[src/hdl/efd_pkg.sv]
// Purpose: Shared constants and types of the auxiliary FIFO transfer engine
// Assumes: One card clock, registers reached by their printed index
// Notes:   Byte counts are 32 bits wide; one FIFO word is four bytes
package efd_pkg;
   ////////////////////////////////////////////////////////////////////////
   // Register indices as seen on the register port
   localparam logic [7:0] CMD_IDX = 8'h64;
   localparam logic [7:0] STATUS_IDX = 8'h6e;
   localparam logic [7:0] SLOW_ULEN_IDX = 8'hd2;
   localparam logic [7:0] SLOW_UPOS_IDX = 8'hd3;
   localparam logic [7:0] SLOW_FREED_IDX = 8'hd4;
   localparam logic [7:0] STAMP_ULEN_IDX = 8'hdc;
   localparam logic [7:0] STAMP_UPOS_IDX = 8'hdd;
   localparam logic [7:0] STAMP_FREED_IDX = 8'hde;
   localparam logic [7:0] SLOW_BUFLEN_IDX = 8'he0;
   localparam logic [7:0] STAMP_BUFLEN_IDX = 8'he1;
   localparam logic [7:0] NOTIFY_IDX = 8'he2;
   localparam logic [7:0] TIMEOUT_IDX = 8'he3;
   localparam logic [7:0] AUX_STATE_IDX = 8'he4;

   ////////////////////////////////////////////////////////////////////////
   // Command and status bit positions
   localparam int START_BIT = 20;
   localparam int WAIT_BIT = 21;
   localparam int STOP_BIT = 22;
   localparam int POLL_BIT = 23;
   localparam logic [31:0] CMD_AUX_MASK = 32'h00f0_0000;
   localparam int BLK_BIT = 12;
   localparam int END_BIT = 13;
   localparam int OVR_BIT = 14;
   localparam int ERR_BIT = 15;
   localparam logic [31:0] STAT_AUX_MASK = 32'h0000_f000;

   ////////////////////////////////////////////////////////////////////////
   // Reset values, sizes and timing
   localparam logic [31:0] NOTIFY_RST = 32'h0000_1000;
   localparam logic [31:0] BUFLEN_RST = 32'h0000_0000;
   localparam logic [31:0] TIMEOUT_RST = 32'h0000_0000;
   localparam logic [31:0] WORD_BYTES = 32'h0000_0004;
   localparam int unsigned CLK_PERIOD_NS = 8;
   localparam int unsigned TIMEOUT_UNIT_NS = 1000000;
   localparam int unsigned MS_CYCLES = TIMEOUT_UNIT_NS / CLK_PERIOD_NS;

   typedef enum logic [1:0] {
      EFD_IDLE = 2'b00,
      EFD_DMA = 2'b01,
      EFD_POLL = 2'b10,
      EFD_HALT = 2'b11
   } efd_state_t;

   // Word from the shared auxiliary FIFO; kind 0 slow samples, 1 stamps
   typedef struct packed {
      logic kind;
      logic last;
      logic [31:0] data;
   } efd_word_t;

   // One card-to-host write toward the host ring buffer
   typedef struct packed {
      logic valid;
      logic kind;
      logic last;
      logic [31:0] pos;
      logic [31:0] data;
   } efd_wr_t;
endpackage

[src/hdl/efd_ring_ch.sv]
// Purpose: Byte bookkeeping of one host ring buffer (one data kind)
// Assumes: Freed lengths are whole words and never exceed the user length
// Notes:   Reported length moves in notify steps, by flush at the end with zero notify, or by drain when polling
`timescale 1ns/10ps
`default_nettype none
module efd_ring_ch (
   input wire logic ref_clk_in,
   input wire logic rstn_in,
   input wire logic start_in,
   input wire logic poll_in,
   input wire logic take_in,
   input wire logic land_in,
   input wire logic flush_in,
   input wire logic drain_in,
   input wire logic free_in,
   input wire logic [31:0] buf_len_in,
   input wire logic [31:0] notify_in,
   input wire logic [31:0] free_len_in,
   output logic [31:0] wr_pos_out,
   output logic [31:0] user_len_out,
   output logic [31:0] user_pos_out,
   output logic [31:0] drain_len_out,
   output logic space_out
);
   logic [31:0] pend_r;
   logic [31:0] free_r;
   logic [31:0] pend_up;
   logic [31:0] step;
   logic [31:0] wr_adv;
   logic [31:0] pos_adv;
   logic [31:0] freed;

   ////////////////////////////////////////////////////////////////////////
   // Landed bytes wait in pend_r until they may be reported
   assign pend_up = pend_r + (land_in ? efd_pkg::WORD_BYTES : 32'h0000_0000);
   assign freed = free_in ? free_len_in : 32'h0000_0000;
   assign drain_len_out = user_len_out + pend_r;
   assign space_out = free_r >= efd_pkg::WORD_BYTES;

   always_comb begin
      if (poll_in) begin
         step = drain_in ? pend_r : 32'h0000_0000;
      end else if (notify_in != 32'h0000_0000) begin
         step = (pend_up >= notify_in) ? notify_in : 32'h0000_0000;
      end else begin
         step = flush_in ? pend_up : 32'h0000_0000;
      end
   end

   // Ring wrap of write and user positions
   assign wr_adv = (wr_pos_out + efd_pkg::WORD_BYTES >= buf_len_in) ?
                   32'h0000_0000 : wr_pos_out + efd_pkg::WORD_BYTES;
   assign pos_adv = (user_pos_out + freed >= buf_len_in) ?
                    user_pos_out + freed - buf_len_in :
                    user_pos_out + freed;

   // Counters; a new transfer starts at byte 0 with the whole buffer free
   always_ff @(posedge ref_clk_in) begin
      if (!rstn_in) begin
         wr_pos_out <= 32'h0000_0000;
         user_len_out <= 32'h0000_0000;
         user_pos_out <= 32'h0000_0000;
         pend_r <= 32'h0000_0000;
         free_r <= 32'h0000_0000;
      end else if (start_in) begin
         wr_pos_out <= 32'h0000_0000;
         user_len_out <= 32'h0000_0000;
         user_pos_out <= 32'h0000_0000;
         pend_r <= 32'h0000_0000;
         free_r <= buf_len_in;
      end else begin
         if (take_in) begin
            wr_pos_out <= wr_adv;
         end
         free_r <= free_r + freed -
                   (take_in ? efd_pkg::WORD_BYTES : 32'h0000_0000);
         pend_r <= pend_up - step;
         user_len_out <= user_len_out + step - freed;
         user_pos_out <= pos_adv;
      end
   end
endmodule // efd_ring_ch
`default_nettype wire

[src/hdl/efd_top.sv]
// Purpose: Auxiliary FIFO to host ring transfer engine with commands
// Assumes: Host bridge adds the buffer base to dma_wr_out.pos
// Notes:   Independent of the main sample engine; shares command/status
//
// Summary of operation
// - Start bit begins DMA mode transfer
// - Wait ends on block, end or timeout
// - Stop bit aborts transfer, data invalid
// - Poll bit selects transfer without DMA
// - Block ready once notify bytes available
// - End flag only with zero notify size
// - Overrun flag on FIFO overflow while running
// - Error flag on internal transfer fault
// - Engine independent of main sample engine
// - One FIFO split into two kinds
// - One command write serves all engines
// - Card to host only, no offset
// - Start: user length zero, buffer free
// - User length moves in notify steps
// - Host returns consumed bytes to card
// - Position register per kind, read only
// - Zero notify reports only at end
// - Overrun halts the transfer at once
// - Poll read drains all available words
`timescale 1ns/10ps
`default_nettype none
module efd_top #(
   parameter int unsigned MS_CYCLES = efd_pkg::MS_CYCLES
) (
   input wire logic ref_clk_in,
   input wire logic rstn_in,
   input wire logic [7:0] addr_in,
   input wire logic [31:0] wr_data_in,
   input wire logic wr_in,
   input wire logic rd_in,
   output logic [31:0] rd_data_out,
   input wire efd_pkg::efd_word_t fifo_word_in,
   input wire logic fifo_valid_in,
   output logic fifo_ready_out,
   input wire logic fifo_overflow_in,
   input wire logic dma_fault_in,
   output efd_pkg::efd_wr_t dma_wr_out,
   input wire logic dma_ack_in,
   input wire logic [31:0] main_status_in,
   output logic [31:0] cmd_other_out,
   output logic wait_busy_out
);
   efd_pkg::efd_state_t state_r;
   efd_pkg::efd_state_t state_nxt;
   logic [31:0] buf_len_r [2];
   logic [31:0] notify_r;
   logic [31:0] timeout_r;
   logic done_r;
   logic ovr_r;
   logic err_r;
   logic valid_r;
   logic tmo_r;
   logic [31:0] pre_r;
   logic [31:0] ms_r;
   logic cmd_wr;
   logic start_c;
   logic stop_c;
   logic poll_c;
   logic wait_c;
   logic running;
   logic run_nxt;
   logic halt_ev;
   logic new_xfer;
   logic accept;
   logic land;
   logic done_ev;
   logic blk_rdy;
   logic expire;
   logic wait_done;
   logic out_busy_nxt;
   logic [31:0] rd_val;
   logic [31:0] wpos [2];
   logic [31:0] ulen [2];
   logic [31:0] upos [2];
   logic [31:0] dlen [2];
   logic [1:0] space;

   ////////////////////////////////////////////////////////////////////////
   // Command decode; aux bits act alone, other bits pass to the engines
   assign cmd_wr = wr_in && (addr_in == efd_pkg::CMD_IDX);
   assign stop_c = cmd_wr && wr_data_in[efd_pkg::STOP_BIT];
   assign start_c = cmd_wr && wr_data_in[efd_pkg::START_BIT] && !stop_c;
   // Start beats poll when both arrive; mixing is the host's fault
   assign poll_c = cmd_wr && wr_data_in[efd_pkg::POLL_BIT] && !stop_c &&
                   !wr_data_in[efd_pkg::START_BIT];
   assign wait_c = cmd_wr && wr_data_in[efd_pkg::WAIT_BIT];
   assign running = (state_r == efd_pkg::EFD_DMA) ||
                    (state_r == efd_pkg::EFD_POLL);
   assign run_nxt = (state_nxt == efd_pkg::EFD_DMA) ||
                    (state_nxt == efd_pkg::EFD_POLL);
   assign halt_ev = running && (fifo_overflow_in || dma_fault_in);
   assign new_xfer = (start_c || poll_c) && run_nxt;

   // Other command bits go on as a one-cycle pulse
   always_ff @(posedge ref_clk_in) begin
      if (!rstn_in) begin
         cmd_other_out <= 32'h0000_0000;
      end else begin
         cmd_other_out <= cmd_wr ?
                          (wr_data_in & ~efd_pkg::CMD_AUX_MASK) :
                          32'h0000_0000;
      end
   end

   ////////////////////////////////////////////////////////////////////////
   // Transfer state; stop outranks a halt, which outranks a restart
   always_comb begin
      state_nxt = state_r;
      case (state_r)
         efd_pkg::EFD_IDLE, efd_pkg::EFD_HALT: begin
            if (stop_c) begin
               state_nxt = efd_pkg::EFD_IDLE;
            end else if (start_c) begin
               state_nxt = efd_pkg::EFD_DMA;
            end else if (poll_c) begin
               state_nxt = efd_pkg::EFD_POLL;
            end
         end
         default: begin
            if (stop_c) begin
               state_nxt = efd_pkg::EFD_IDLE;
            end else if (halt_ev) begin
               state_nxt = efd_pkg::EFD_HALT;
            end else if (start_c) begin
               state_nxt = efd_pkg::EFD_DMA;
            end else if (poll_c) begin
               state_nxt = efd_pkg::EFD_POLL;
            end else if (done_ev) begin
               state_nxt = efd_pkg::EFD_IDLE;
            end
         end
      endcase
   end

   always_ff @(posedge ref_clk_in) begin
      if (!rstn_in) begin
         state_r <= efd_pkg::EFD_IDLE;
      end else begin
         state_r <= state_nxt;
      end
   end

   ////////////////////////////////////////////////////////////////////////
   // Configuration registers written by software
   always_ff @(posedge ref_clk_in) begin
      if (!rstn_in) begin
         buf_len_r[0] <= efd_pkg::BUFLEN_RST;
         buf_len_r[1] <= efd_pkg::BUFLEN_RST;
         notify_r <= efd_pkg::NOTIFY_RST;
         timeout_r <= efd_pkg::TIMEOUT_RST;
      end else if (wr_in) begin
         if (addr_in == efd_pkg::SLOW_BUFLEN_IDX) begin
            buf_len_r[0] <= wr_data_in;
         end else if (addr_in == efd_pkg::STAMP_BUFLEN_IDX) begin
            buf_len_r[1] <= wr_data_in;
         end else if (addr_in == efd_pkg::NOTIFY_IDX) begin
            notify_r <= wr_data_in;
         end else if (addr_in == efd_pkg::TIMEOUT_IDX) begin
            timeout_r <= wr_data_in;
         end
      end
   end

   ////////////////////////////////////////////////////////////////////////
   // FIFO to host write path; one write in flight keeps ordering simple
   assign accept = fifo_valid_in && fifo_ready_out;
   assign land = dma_ack_in && dma_wr_out.valid;
   assign done_ev = land && dma_wr_out.last;
   assign out_busy_nxt = accept || (dma_wr_out.valid && !dma_ack_in);

   always_ff @(posedge ref_clk_in) begin
      if (!rstn_in) begin
         dma_wr_out <= '0;
      end else if (stop_c || new_xfer || halt_ev) begin
         dma_wr_out.valid <= 1'b0;
      end else if (accept) begin
         dma_wr_out.valid <= 1'b1;
         dma_wr_out.kind <= fifo_word_in.kind;
         dma_wr_out.last <= fifo_word_in.last;
         dma_wr_out.pos <= wpos[fifo_word_in.kind];
         dma_wr_out.data <= fifo_word_in.data;
      end else if (dma_ack_in) begin
         dma_wr_out.valid <= 1'b0;
      end
   end

   // Ready only with room in both rings, since the next kind is unknown
   always_ff @(posedge ref_clk_in) begin
      if (!rstn_in) begin
         fifo_ready_out <= 1'b0;
      end else begin
         fifo_ready_out <= run_nxt && !out_busy_nxt && !new_xfer &&
                           (&space);
      end
   end

   ////////////////////////////////////////////////////////////////////////
   // One ring per data kind, fed from the shared FIFO
   for (genvar g = 0; g < 2; g++) begin : g_ch
      efd_ring_ch u_ch (
         .ref_clk_in(ref_clk_in),
         .rstn_in(rstn_in),
         .start_in(new_xfer),
         .poll_in(state_r == efd_pkg::EFD_POLL),
         .take_in(accept && (fifo_word_in.kind == 1'(g))),
         .land_in(land && (dma_wr_out.kind == 1'(g))),
         .flush_in(done_ev),
         .drain_in(rd_in && (state_r == efd_pkg::EFD_POLL) &&
                   (addr_in == (g == 0 ? efd_pkg::SLOW_ULEN_IDX :
                                efd_pkg::STAMP_ULEN_IDX))),
         .free_in(wr_in &&
                  (addr_in == (g == 0 ? efd_pkg::SLOW_FREED_IDX :
                               efd_pkg::STAMP_FREED_IDX))),
         .buf_len_in(buf_len_r[g]),
         .notify_in(notify_r),
         .free_len_in(wr_data_in),
         .wr_pos_out(wpos[g]),
         .user_len_out(ulen[g]),
         .user_pos_out(upos[g]),
         .drain_len_out(dlen[g]),
         .space_out(space[g])
      );
   end

   ////////////////////////////////////////////////////////////////////////
   // Status flags; a set in the clearing cycle wins
   assign blk_rdy = (state_r == efd_pkg::EFD_DMA) &&
                    (notify_r != 32'h0000_0000) &&
                    ((ulen[0] != 32'h0000_0000) ||
                     (ulen[1] != 32'h0000_0000));

   always_ff @(posedge ref_clk_in) begin
      if (!rstn_in) begin
         done_r <= 1'b0;
         ovr_r <= 1'b0;
         err_r <= 1'b0;
         valid_r <= 1'b0;
      end else begin
         if (done_ev && (notify_r == 32'h0000_0000)) begin
            done_r <= 1'b1;
         end else if (new_xfer) begin
            done_r <= 1'b0;
         end
         if (running && fifo_overflow_in) begin
            ovr_r <= 1'b1;
         end else if (new_xfer) begin
            ovr_r <= 1'b0;
         end
         if (running && dma_fault_in) begin
            err_r <= 1'b1;
         end else if (new_xfer) begin
            err_r <= 1'b0;
         end
         // Stop leaves the buffer contents undefined for software
         if (stop_c) begin
            valid_r <= 1'b0;
         end else if (new_xfer) begin
            valid_r <= 1'b1;
         end
      end
   end

   ////////////////////////////////////////////////////////////////////////
   // Wait command; the bus never stalls, so waiting shows as a level
   assign expire = wait_busy_out && (timeout_r != 32'h0000_0000) &&
                   (pre_r == 32'(MS_CYCLES - 1)) &&
                   (ms_r + 32'h0000_0001 >= timeout_r);
   assign wait_done = blk_rdy || done_r || expire || !running;

   always_ff @(posedge ref_clk_in) begin
      if (!rstn_in) begin
         wait_busy_out <= 1'b0;
         tmo_r <= 1'b0;
         pre_r <= 32'h0000_0000;
         ms_r <= 32'h0000_0000;
      end else begin
         if (wait_c && !wait_done) begin
            wait_busy_out <= 1'b1;
         end else if (wait_done) begin
            wait_busy_out <= 1'b0;
         end
         if (expire) begin
            tmo_r <= 1'b1;
         end else if (wait_c) begin
            tmo_r <= 1'b0;
         end
         // Millisecond timebase runs only while waiting
         if (!wait_busy_out || wait_c) begin
            pre_r <= 32'h0000_0000;
            ms_r <= 32'h0000_0000;
         end else if (pre_r == 32'(MS_CYCLES - 1)) begin
            pre_r <= 32'h0000_0000;
            ms_r <= ms_r + 32'h0000_0001;
         end else begin
            pre_r <= pre_r + 32'h0000_0001;
         end
      end
   end

   ////////////////////////////////////////////////////////////////////////
   // Read decode; main engine keeps its own status bits
   always_comb begin
      rd_val = 32'h0000_0000;
      if (addr_in == efd_pkg::STATUS_IDX) begin
         rd_val = main_status_in & ~efd_pkg::STAT_AUX_MASK;
         rd_val[efd_pkg::BLK_BIT] = blk_rdy;
         rd_val[efd_pkg::END_BIT] = done_r;
         rd_val[efd_pkg::OVR_BIT] = ovr_r;
         rd_val[efd_pkg::ERR_BIT] = err_r;
      end else if (addr_in == efd_pkg::SLOW_ULEN_IDX) begin
         rd_val = (state_r == efd_pkg::EFD_POLL) ? dlen[0] : ulen[0];
      end else if (addr_in == efd_pkg::SLOW_UPOS_IDX) begin
         rd_val = upos[0];
      end else if (addr_in == efd_pkg::STAMP_ULEN_IDX) begin
         rd_val = (state_r == efd_pkg::EFD_POLL) ? dlen[1] : ulen[1];
      end else if (addr_in == efd_pkg::STAMP_UPOS_IDX) begin
         rd_val = upos[1];
      end else if (addr_in == efd_pkg::SLOW_BUFLEN_IDX) begin
         rd_val = buf_len_r[0];
      end else if (addr_in == efd_pkg::STAMP_BUFLEN_IDX) begin
         rd_val = buf_len_r[1];
      end else if (addr_in == efd_pkg::NOTIFY_IDX) begin
         rd_val = notify_r;
      end else if (addr_in == efd_pkg::TIMEOUT_IDX) begin
         rd_val = timeout_r;
      end else if (addr_in == efd_pkg::AUX_STATE_IDX) begin
         rd_val = {26'h000_0000, state_r == efd_pkg::EFD_HALT, valid_r,
                   tmo_r, wait_busy_out, state_r == efd_pkg::EFD_POLL,
                   state_r == efd_pkg::EFD_DMA};
      end
   end

   // Read data stands for exactly one cycle, zero otherwise
   always_ff @(posedge ref_clk_in) begin
      if (!rstn_in) begin
         rd_data_out <= 32'h0000_0000;
      end else begin
         rd_data_out <= rd_in ? rd_val : 32'h0000_0000;
      end
   end
endmodule // efd_top
`default_nettype wire

[config.mk]
export PLATFORM = sky130hd
export DESIGN_NAME = efd_top
export DESIGN_NICKNAME = d
export VERILOG_FILES = /design/src/hdl/efd_pkg.sv /design/src/hdl/efd_ring_ch.sv /design/src/hdl/efd_top.sv
export SDC_FILE = /design/constraint.sdc
export NUM_CORES = 2
export LEC_CHECK = 0
export BUFFER_PORTS_ARGS = -buffer_cell sky130_fd_sc_hd__buf_2
export CAP_MARGIN = 20
export CORE_AREA = 2 2 263 459
export DETAILED_ROUTE_END_ITERATION = 8
export DIE_AREA = 0 0 265 461
export GPL_TIMING_DRIVEN = 1
export PLACE_DENSITY_LB_ADDON = 0.08
export SYNTH_ARGS = -nofsm -noshare
export SYNTH_HDL_FRONTEND = slang
export SYNTH_SLANG_ARGS = --single-unit
[constraint.sdc]
create_clock -name ref_clk_in -period 7.61 [get_ports ref_clk_in]
set_input_delay 0.3805 -clock ref_clk_in [delete_from_list [all_inputs] [get_ports ref_clk_in]]
set_output_delay 0.3805 -clock ref_clk_in [all_outputs]
set_load 0.02 [all_outputs]
=== After elaboration in Yosys (flattened, before gate mapping) ===
Memories as Yosys holds them, arrays and structs flattened.
Index checks and enable logic that the tools add are counted.

* Add/subtract/negate cells: 22
* Magnitude comparators: 10
* Equal/unequal tests: 19
* Multiplexer cells: 68
* Bitwise logic cells: 10
* Reductions and logical operators: 79

{| class="wikitable"
|+ Operators with widths
! kind !! count
|-
| $mux 32 || 34
|-
| $add 32x32->32 || 10
|-
| $sub 32x32->32 || 8
|-
| $ge 32x32->1 || 7
|-
| $reduce_bool 32->1 || 4
|-
| $eq 8x8->1 const B || 11
|-
| $add 32x1->32 const B || 2
|-
| $add 32x3->32 const B || 2
|-
| $ge 32x3->1 const B || 2
|-
| $logic_and 1x1->1 || 35
|-
| $eq 32x17->1 const B || 1
|-
| $logic_not 32->1 || 1
|-
| $mux 1 || 20
|-
| $mux 2 || 9
|-
| $eq 8x7->1 const B || 2
|-
| $logic_or 1x1->1 || 12
|-
| $mux 3 || 4
|-
| $reduce_bool 2->1 || 6
|-
| $reduce_or 2->1 || 5
|-
| $logic_not 1->1 || 8
|-
| $reduce_and 2->1 || 4
|-
| $not 1->1 || 7
|-
| $eq 2x2->1 const B || 3
|-
| $mux 6 || 1
|-
| 8 further kinds || 10
|}

* Register bits: 588
* Memory bits (writable): 64
* Output and inout port bits: 133
* Logic and storage cells: 239
* Memories kept: 1

{| class="wikitable"
|+ Memories
! name !! depth !! width !! read ports !! clocked after memory_dff !! wr ports !! line !! RTL
|-
| buf_len_r || 2 || 32 || 2 || 0 || 2 || efd_top.sv:50 || <nowiki>logic [31:0] buf_len_r [2];</nowiki>
|}

=== Logic depth before layout (Yosys ltp) ===
* Word-level depth: 18
* Depth in mapped cells: 37

=== Hierarchy ===
A second synthesis with hierarchy kept.

* Cells, all modules: 7240
* Area total of the unflattened synthesis: 56126.3 µm²

{| class="wikitable"
|+ By module, submodules not included
! module !! instances !! cells an instance !! area each (µm²) !! sequential area each (µm²)
|-
| efd_ring_ch at g_ch[0].u_ch || 1 || 2691 || 19959.1 || 3163.0
|-
| efd_ring_ch at g_ch[1].u_ch || 1 || 2623 || 19508.7 || 3163.0
|-
| efd_top || 1 || 1926 || 16658.5 || 7206.9
|}

=== Worst setup path before layout ===
OpenSTA, ideal clock, no wires.

* Path type: flip-flop to flip-flop
* Start point: register dma_wr_out[66] (netlist name)
* End point: register g_ch[1].u_ch.user_len_out[28]
* Library setup time: 128 ps
* Arrival: 7218 ps
* Data required time: 7482 ps
* Slack: 264 ps
* Stages on the path, launching flop included: 32
* Clock period less this slack: 7346 ps
* Cell sequence: dfxtp_1 > and3_1 > ha_1 > nand3_1 > or3b_2 > clkbuf_1 > nor2_1 > xor2_1 > ha_1 > nand4_1 > nor3_1 > o221ai_1 > a2111oi_0 > o21a_1 > nor2_1 > o21ai_0 > clkbuf_1 > a22oi_1 > o21ai_0 > fa_1 > ha_1 > nor2b_1 > o21a_1 > o21ai_0 > a211oi_1 > o2111ai_1 > a31oi_1 > a221o_1 > a211oi_1 > o21bai_1 > xnor2_1 > nor2_1

* Word-level cells in the longest chain between the ends: 12
* Elaborated cells on any way between the ends: 23
* Classes of those cells: add/sub (3); order compare (1); eq/ne (2); mux (11); reduce/logical (6)

{| class="wikitable"
|+ Ends and longest elaborated chain
! element !! line !! RTL
|-
| start, declared || efd_top.sv:42 || <nowiki>output efd_pkg::efd_wr_t dma_wr_out,</nowiki>
|-
| $logic_and 1x1->1 * || efd_top.sv:172 || <nowiki>assign land = dma_ack_in && dma_wr_out.valid;</nowiki>
|-
| branches (longest 11 deep; another with $add 32x32->32) || - ||
|-
| end signal, assigned || efd_ring_ch.sv:78 || <nowiki>user_len_out <= user_len_out + step - freed;</nowiki>
|-
| end, declared || efd_ring_ch.sv:20 || <nowiki>output logic [31:0] user_len_out,</nowiki>
|}

Mark *: on every way between the ends.
A chain may end at the register's enable or synchronous reset.

=== Worst setup path after layout ===
* Start point: register dma_wr_out[66] (netlist name)
* End point: register g_ch[0].u_ch.user_len_out[31]

* Word-level cells in the longest chain between the ends: 12
* Elaborated cells on any way between the ends: 23
* Classes of those cells: add/sub (3); order compare (1); eq/ne (2); mux (11); reduce/logical (6)

{| class="wikitable"
|+ Ends and longest elaborated chain
! element !! line
|-
| $logic_and 1x1->1 * || efd_top.sv:172
|-
| branches (longest 11 deep; another with $add 32x32->32) || -
|-
| end signal, assigned || efd_ring_ch.sv:78
|-
| end, declared || efd_ring_ch.sv:20
|}

Marked as above.

==> flow_summary.yaml <==
outcome:
  run_status: "complete, no violations"
cells_and_area:
  drive_above_1_share: 0.1530
  finish.net_count: 8132
  area_growth_pct: 19.42
  final_cell_area_sq_um: 63160
pwr:
  power_density_nw_per_um2: 333.8
  power.leakage_nw: 28.90
  total_power_w: 0.02108
  vdd_drop_max_mv: 0.3022
die:
  dieHeight_um: 461
  boundaryPins: 247
  floorplan.initialDensity: 0.4472
  core_area_sq_um: 118300
  row_count: 167
  fp.dieW_um: 265
  floorplan_die_area_sq_um: 122200
drt:
  drt-wirelength-per-cell_um: 28.91
  detailroute.via_count: 54586
  wl_mm: 258.2
  drtIter0Drc: 4469
  drcViolationCount: 0
  drtAntennaViolNets: 0
  drt_first_pass_iters: 8
  post_drt_via_cell_ratio: 6.111
grt:
  globalRouteOverflowTotal: 0
  grt_pass1_vias: 54119
  track_usage: 0.4135
  antenna_violations_before_repair: 23
  grt_first_pass_wirelength_mm: 364.5
  maximum_number_of_pins_on_one_net_before_global_route_repair: 141
yosys:
  syn_avg_cell_area_sq_um: 7.961
  ys_warn_count: 0
  ys_types: 93
  yosys_register_bits: 642
  synth_enable_flop_cells: 64
  yosysSeqAreaShare: 0.2551
  dominantRegCellSynth: "sky130_fd_sc_hd__dfxtp_1"
  synthCells: 6643
  async_flop_share: 0
  synthesis.area_sq_um: 52890
min_path:
  hp_class: "input pin to flip-flop"
  hold-path-cell-count: 3
  min_delay_worst_endpoint: "rd_data_out[4]"
  timing.hold.worst.start: "main_status_in[4]"
timing:
  timing.final.ws_setup_ps: 217.5
  finalHoldViolations: 0
  finalSetupViolCount: 0
  timing.final.max_slew_violations: 0
  final.period_utilization: 0.9714
  max-slew-margin-rel: 0.2027
  fmax_mhz: 135.3
  rsz0062_at_grt: "true"
  fin_worst_skew_ps: 39.96
  worst-slew-pin-transition_ps: 1186
  final_period_minus_worst_setup_slack_ps: 7393
  holdWs_ps: 7.919
critical_path:
  cp_max_fo: 8
  critical_path.endpoint_type: "flip-flop"
  regToRegStartpoint: "dma_wr_out[66]"
  number_of_cells_on_the_worst_reg_to_reg_path: 42
  cpMostUsedCell: "sky130_fd_sc_hd__buf_4"
  required_time_of_the_critical_path_ps: 8160
  cp-start-kind: "flip-flop"
  worst_r2r_endpoint: "g_ch[0].u_ch.user_len_out[31]"
  data_arrival_time_at_the_worst_slack_endpoint_ps: 7950
  cell_with_the_largest_stage_delay_on_the_worst_path: "sky130_fd_sc_hd__fa_1"
  timing.setup.critical_path_class: "flip-flop to flip-flop"
  setup.reg_to_reg.worst_slack_ps: 220
  delay_of_the_slowest_cell_on_the_worst_path_ps: 500
run:
  max_cap_viol_count: 0
placement:
  placement.io_buffers: 236
  gpl.final_weighted_congestion: 1.071
  detailed_place_hpwl_mm: 208.3
  place_area_sq_um: 59660
  setup_ws_pre_cts_ps: -685.3
clocking:
  worst_setup_hold_path_clk_slew_ps: 70
  tritoncts: "yes"
  cts_sinks: 642
  cts_inserted_buffers: 71
  max-clock-path-buffers: 3
  source_to_sink_clock_delay_at_the_later_pin_of_the_worst_skew_pair_ps: 700
  ctsHtreeMaxLevel: 3
  cts_root_buffer: "sky130_fd_sc_hd__clkbuf_16"
## worst max-delay path by stage
stage                     slack [ps]  cells after the start                   start                            end
after floorplan                  260                     31          dma_wr_out[66]  g_ch[1].u_ch.user_len_out[28]
after CTS                         30                     35  g_ch[1].u_ch.pend_r[4]  g_ch[1].u_ch.user_len_out[26]
after detailed placement        -690                     36              dma_ack_in  g_ch[1].u_ch.user_len_out[27]
after global routing            -160                     42          dma_wr_out[66]  g_ch[0].u_ch.user_len_out[31]
final                            220                     42          dma_wr_out[66]  g_ch[0].u_ch.user_len_out[31]
after global placement          -520                     37              dma_ack_in  g_ch[1].u_ch.user_len_out[27]
## logic make-up after synthesis
logic type	share of synthesized area
AOI/OAI and AO/OA	0.2122
xor gates and xnor gates	0.08469
other	0.00007090
muxes	0.03109
adders and majority gates	0.1694
and+or+nand+nor	0.1910
buffers and inverters	0.05642
DFF	0.2551
## sequential cells by signal, indices dropped and copies added (netlist names), 60 cells and up
name,count
g_ch.u_ch.user_pos_out,64
g_ch.u_ch.wr_pos_out,60
g_ch.u_ch.user_len_out,64
dma_wr_out,65
g_ch.u_ch.pend_r,64
buf_len_r,64
g_ch.u_ch.free_r,64
## placed cells by master (no fill, tap or decap), drive strengths merged, types with 96 or more instances in the layout
cell | synthesis | layout
a21o | 220 | 220
a21oi | 536 | 536
a22oi | 101 | 101
and3 | 106 | 106
buf | 29 | 843
clkbuf | 231 | 105
dfxtp | 578 | 578
ha | 601 | 601
inv | 515 | 519
mux2i | 99 | 99
nand2 | 707 | 707
nand3 | 176 | 176
nand4 | 97 | 97
nor2 | 577 | 577
nor3 | 96 | 96
o21ai | 332 | 332
xnor2 | 295 | 295
xor2 | 213 | 213
## through the flow
| stage | instances | utilization | TNS, ps |
|---|---|---|---|
| after floorplan | 6648 | - | 0 |
| after global placement | 8739 | 0.5045 | -6142 |
| after detailed placement | 8739 | 0.5045 | -8918 |
| after CTS | 8920 | 0.5307 | 0 |
| after global routing | 8926 | 0.5339 | -431.2 |
| final | 8932 | 0.5340 | 0 |
## power by group
group,internal [W],switching (W)
sequential,0.00393,0.000732
clock,0.00220,0.00165
combinational,0.00553,0.00704
total,0.0117,0.00942
## layout make-up
cell class	count	area (sq um)
antenna	8	20.02
sequential	642	13500
inverter	517	1946
clock inverter	26	361.6
fill	11534	55110
tap	1521	1903
clock buffer	105	2111
timing repair buffer	884	6267
multi-input combinational	5229	37050
## timing repair
action                                 CTS  global route
setup endpoints to repair               16            35
setup buffers                            9             5
hold buffers                            41             0
pin swaps                               14            37
endpoints found under the hold margin   50             0
resized for setup                       41            77
## metal layers
metal | part of all wire | global-route usage | vias up
li1 | - | - | 25005
met1 | 0.33 | 0.4108 | 26006
met2 | 0.47 | 0.7095 | 2543
met3 | 0.069 | 0.07445 | 1022
met4 | 0.12 | 0.4250 | 10
met5 | 0.00030 | 0 | -
## Yosys cell counts (83+ instances only)
cell / instances / area, sq um
sky130_fd_sc_hd__nor2_1: 575 / 2158
sky130_fd_sc_hd__dfxtp_1: 578 / 11570
sky130_fd_sc_hd__a22oi_1: 101 / 758.2
sky130_fd_sc_hd__nand2_1: 707 / 2654
sky130_fd_sc_hd__inv_1: 515 / 1933
sky130_fd_sc_hd__o21a_1: 94 / 705.7
sky130_fd_sc_hd__a211oi_1: 83 / 623.1
sky130_fd_sc_hd__clkbuf_1: 231 / 867.1
sky130_fd_sc_hd__ha_1: 601 / 7520
sky130_fd_sc_hd__xor2_1: 213 / 1866
sky130_fd_sc_hd__nor3_1: 96 / 480.5
sky130_fd_sc_hd__o21ai_0: 328 / 1642
sky130_fd_sc_hd__nand3_1: 176 / 880.8
sky130_fd_sc_hd__mux2i_1: 99 / 991.0
sky130_fd_sc_hd__and3_1: 106 / 663.1
sky130_fd_sc_hd__xnor2_1: 294 / 2575
sky130_fd_sc_hd__nand4_1: 97 / 606.8
sky130_fd_sc_hd__a21o_1: 220 / 1652
sky130_fd_sc_hd__a21oi_1: 536 / 2683
## critical path, delay by kind of cell (launching register included)
family	cells	cell delay, ps
AND/OR/NAND/NOR	12	1340
adder cells (fa/ha/maj)	5	1430
XOR/XNOR	2	530
buffers and inverters	10	1670
flip-flops	1	340
AO/OA/AOI/OAI	13	1970
(Power assumes the default switching activity.)
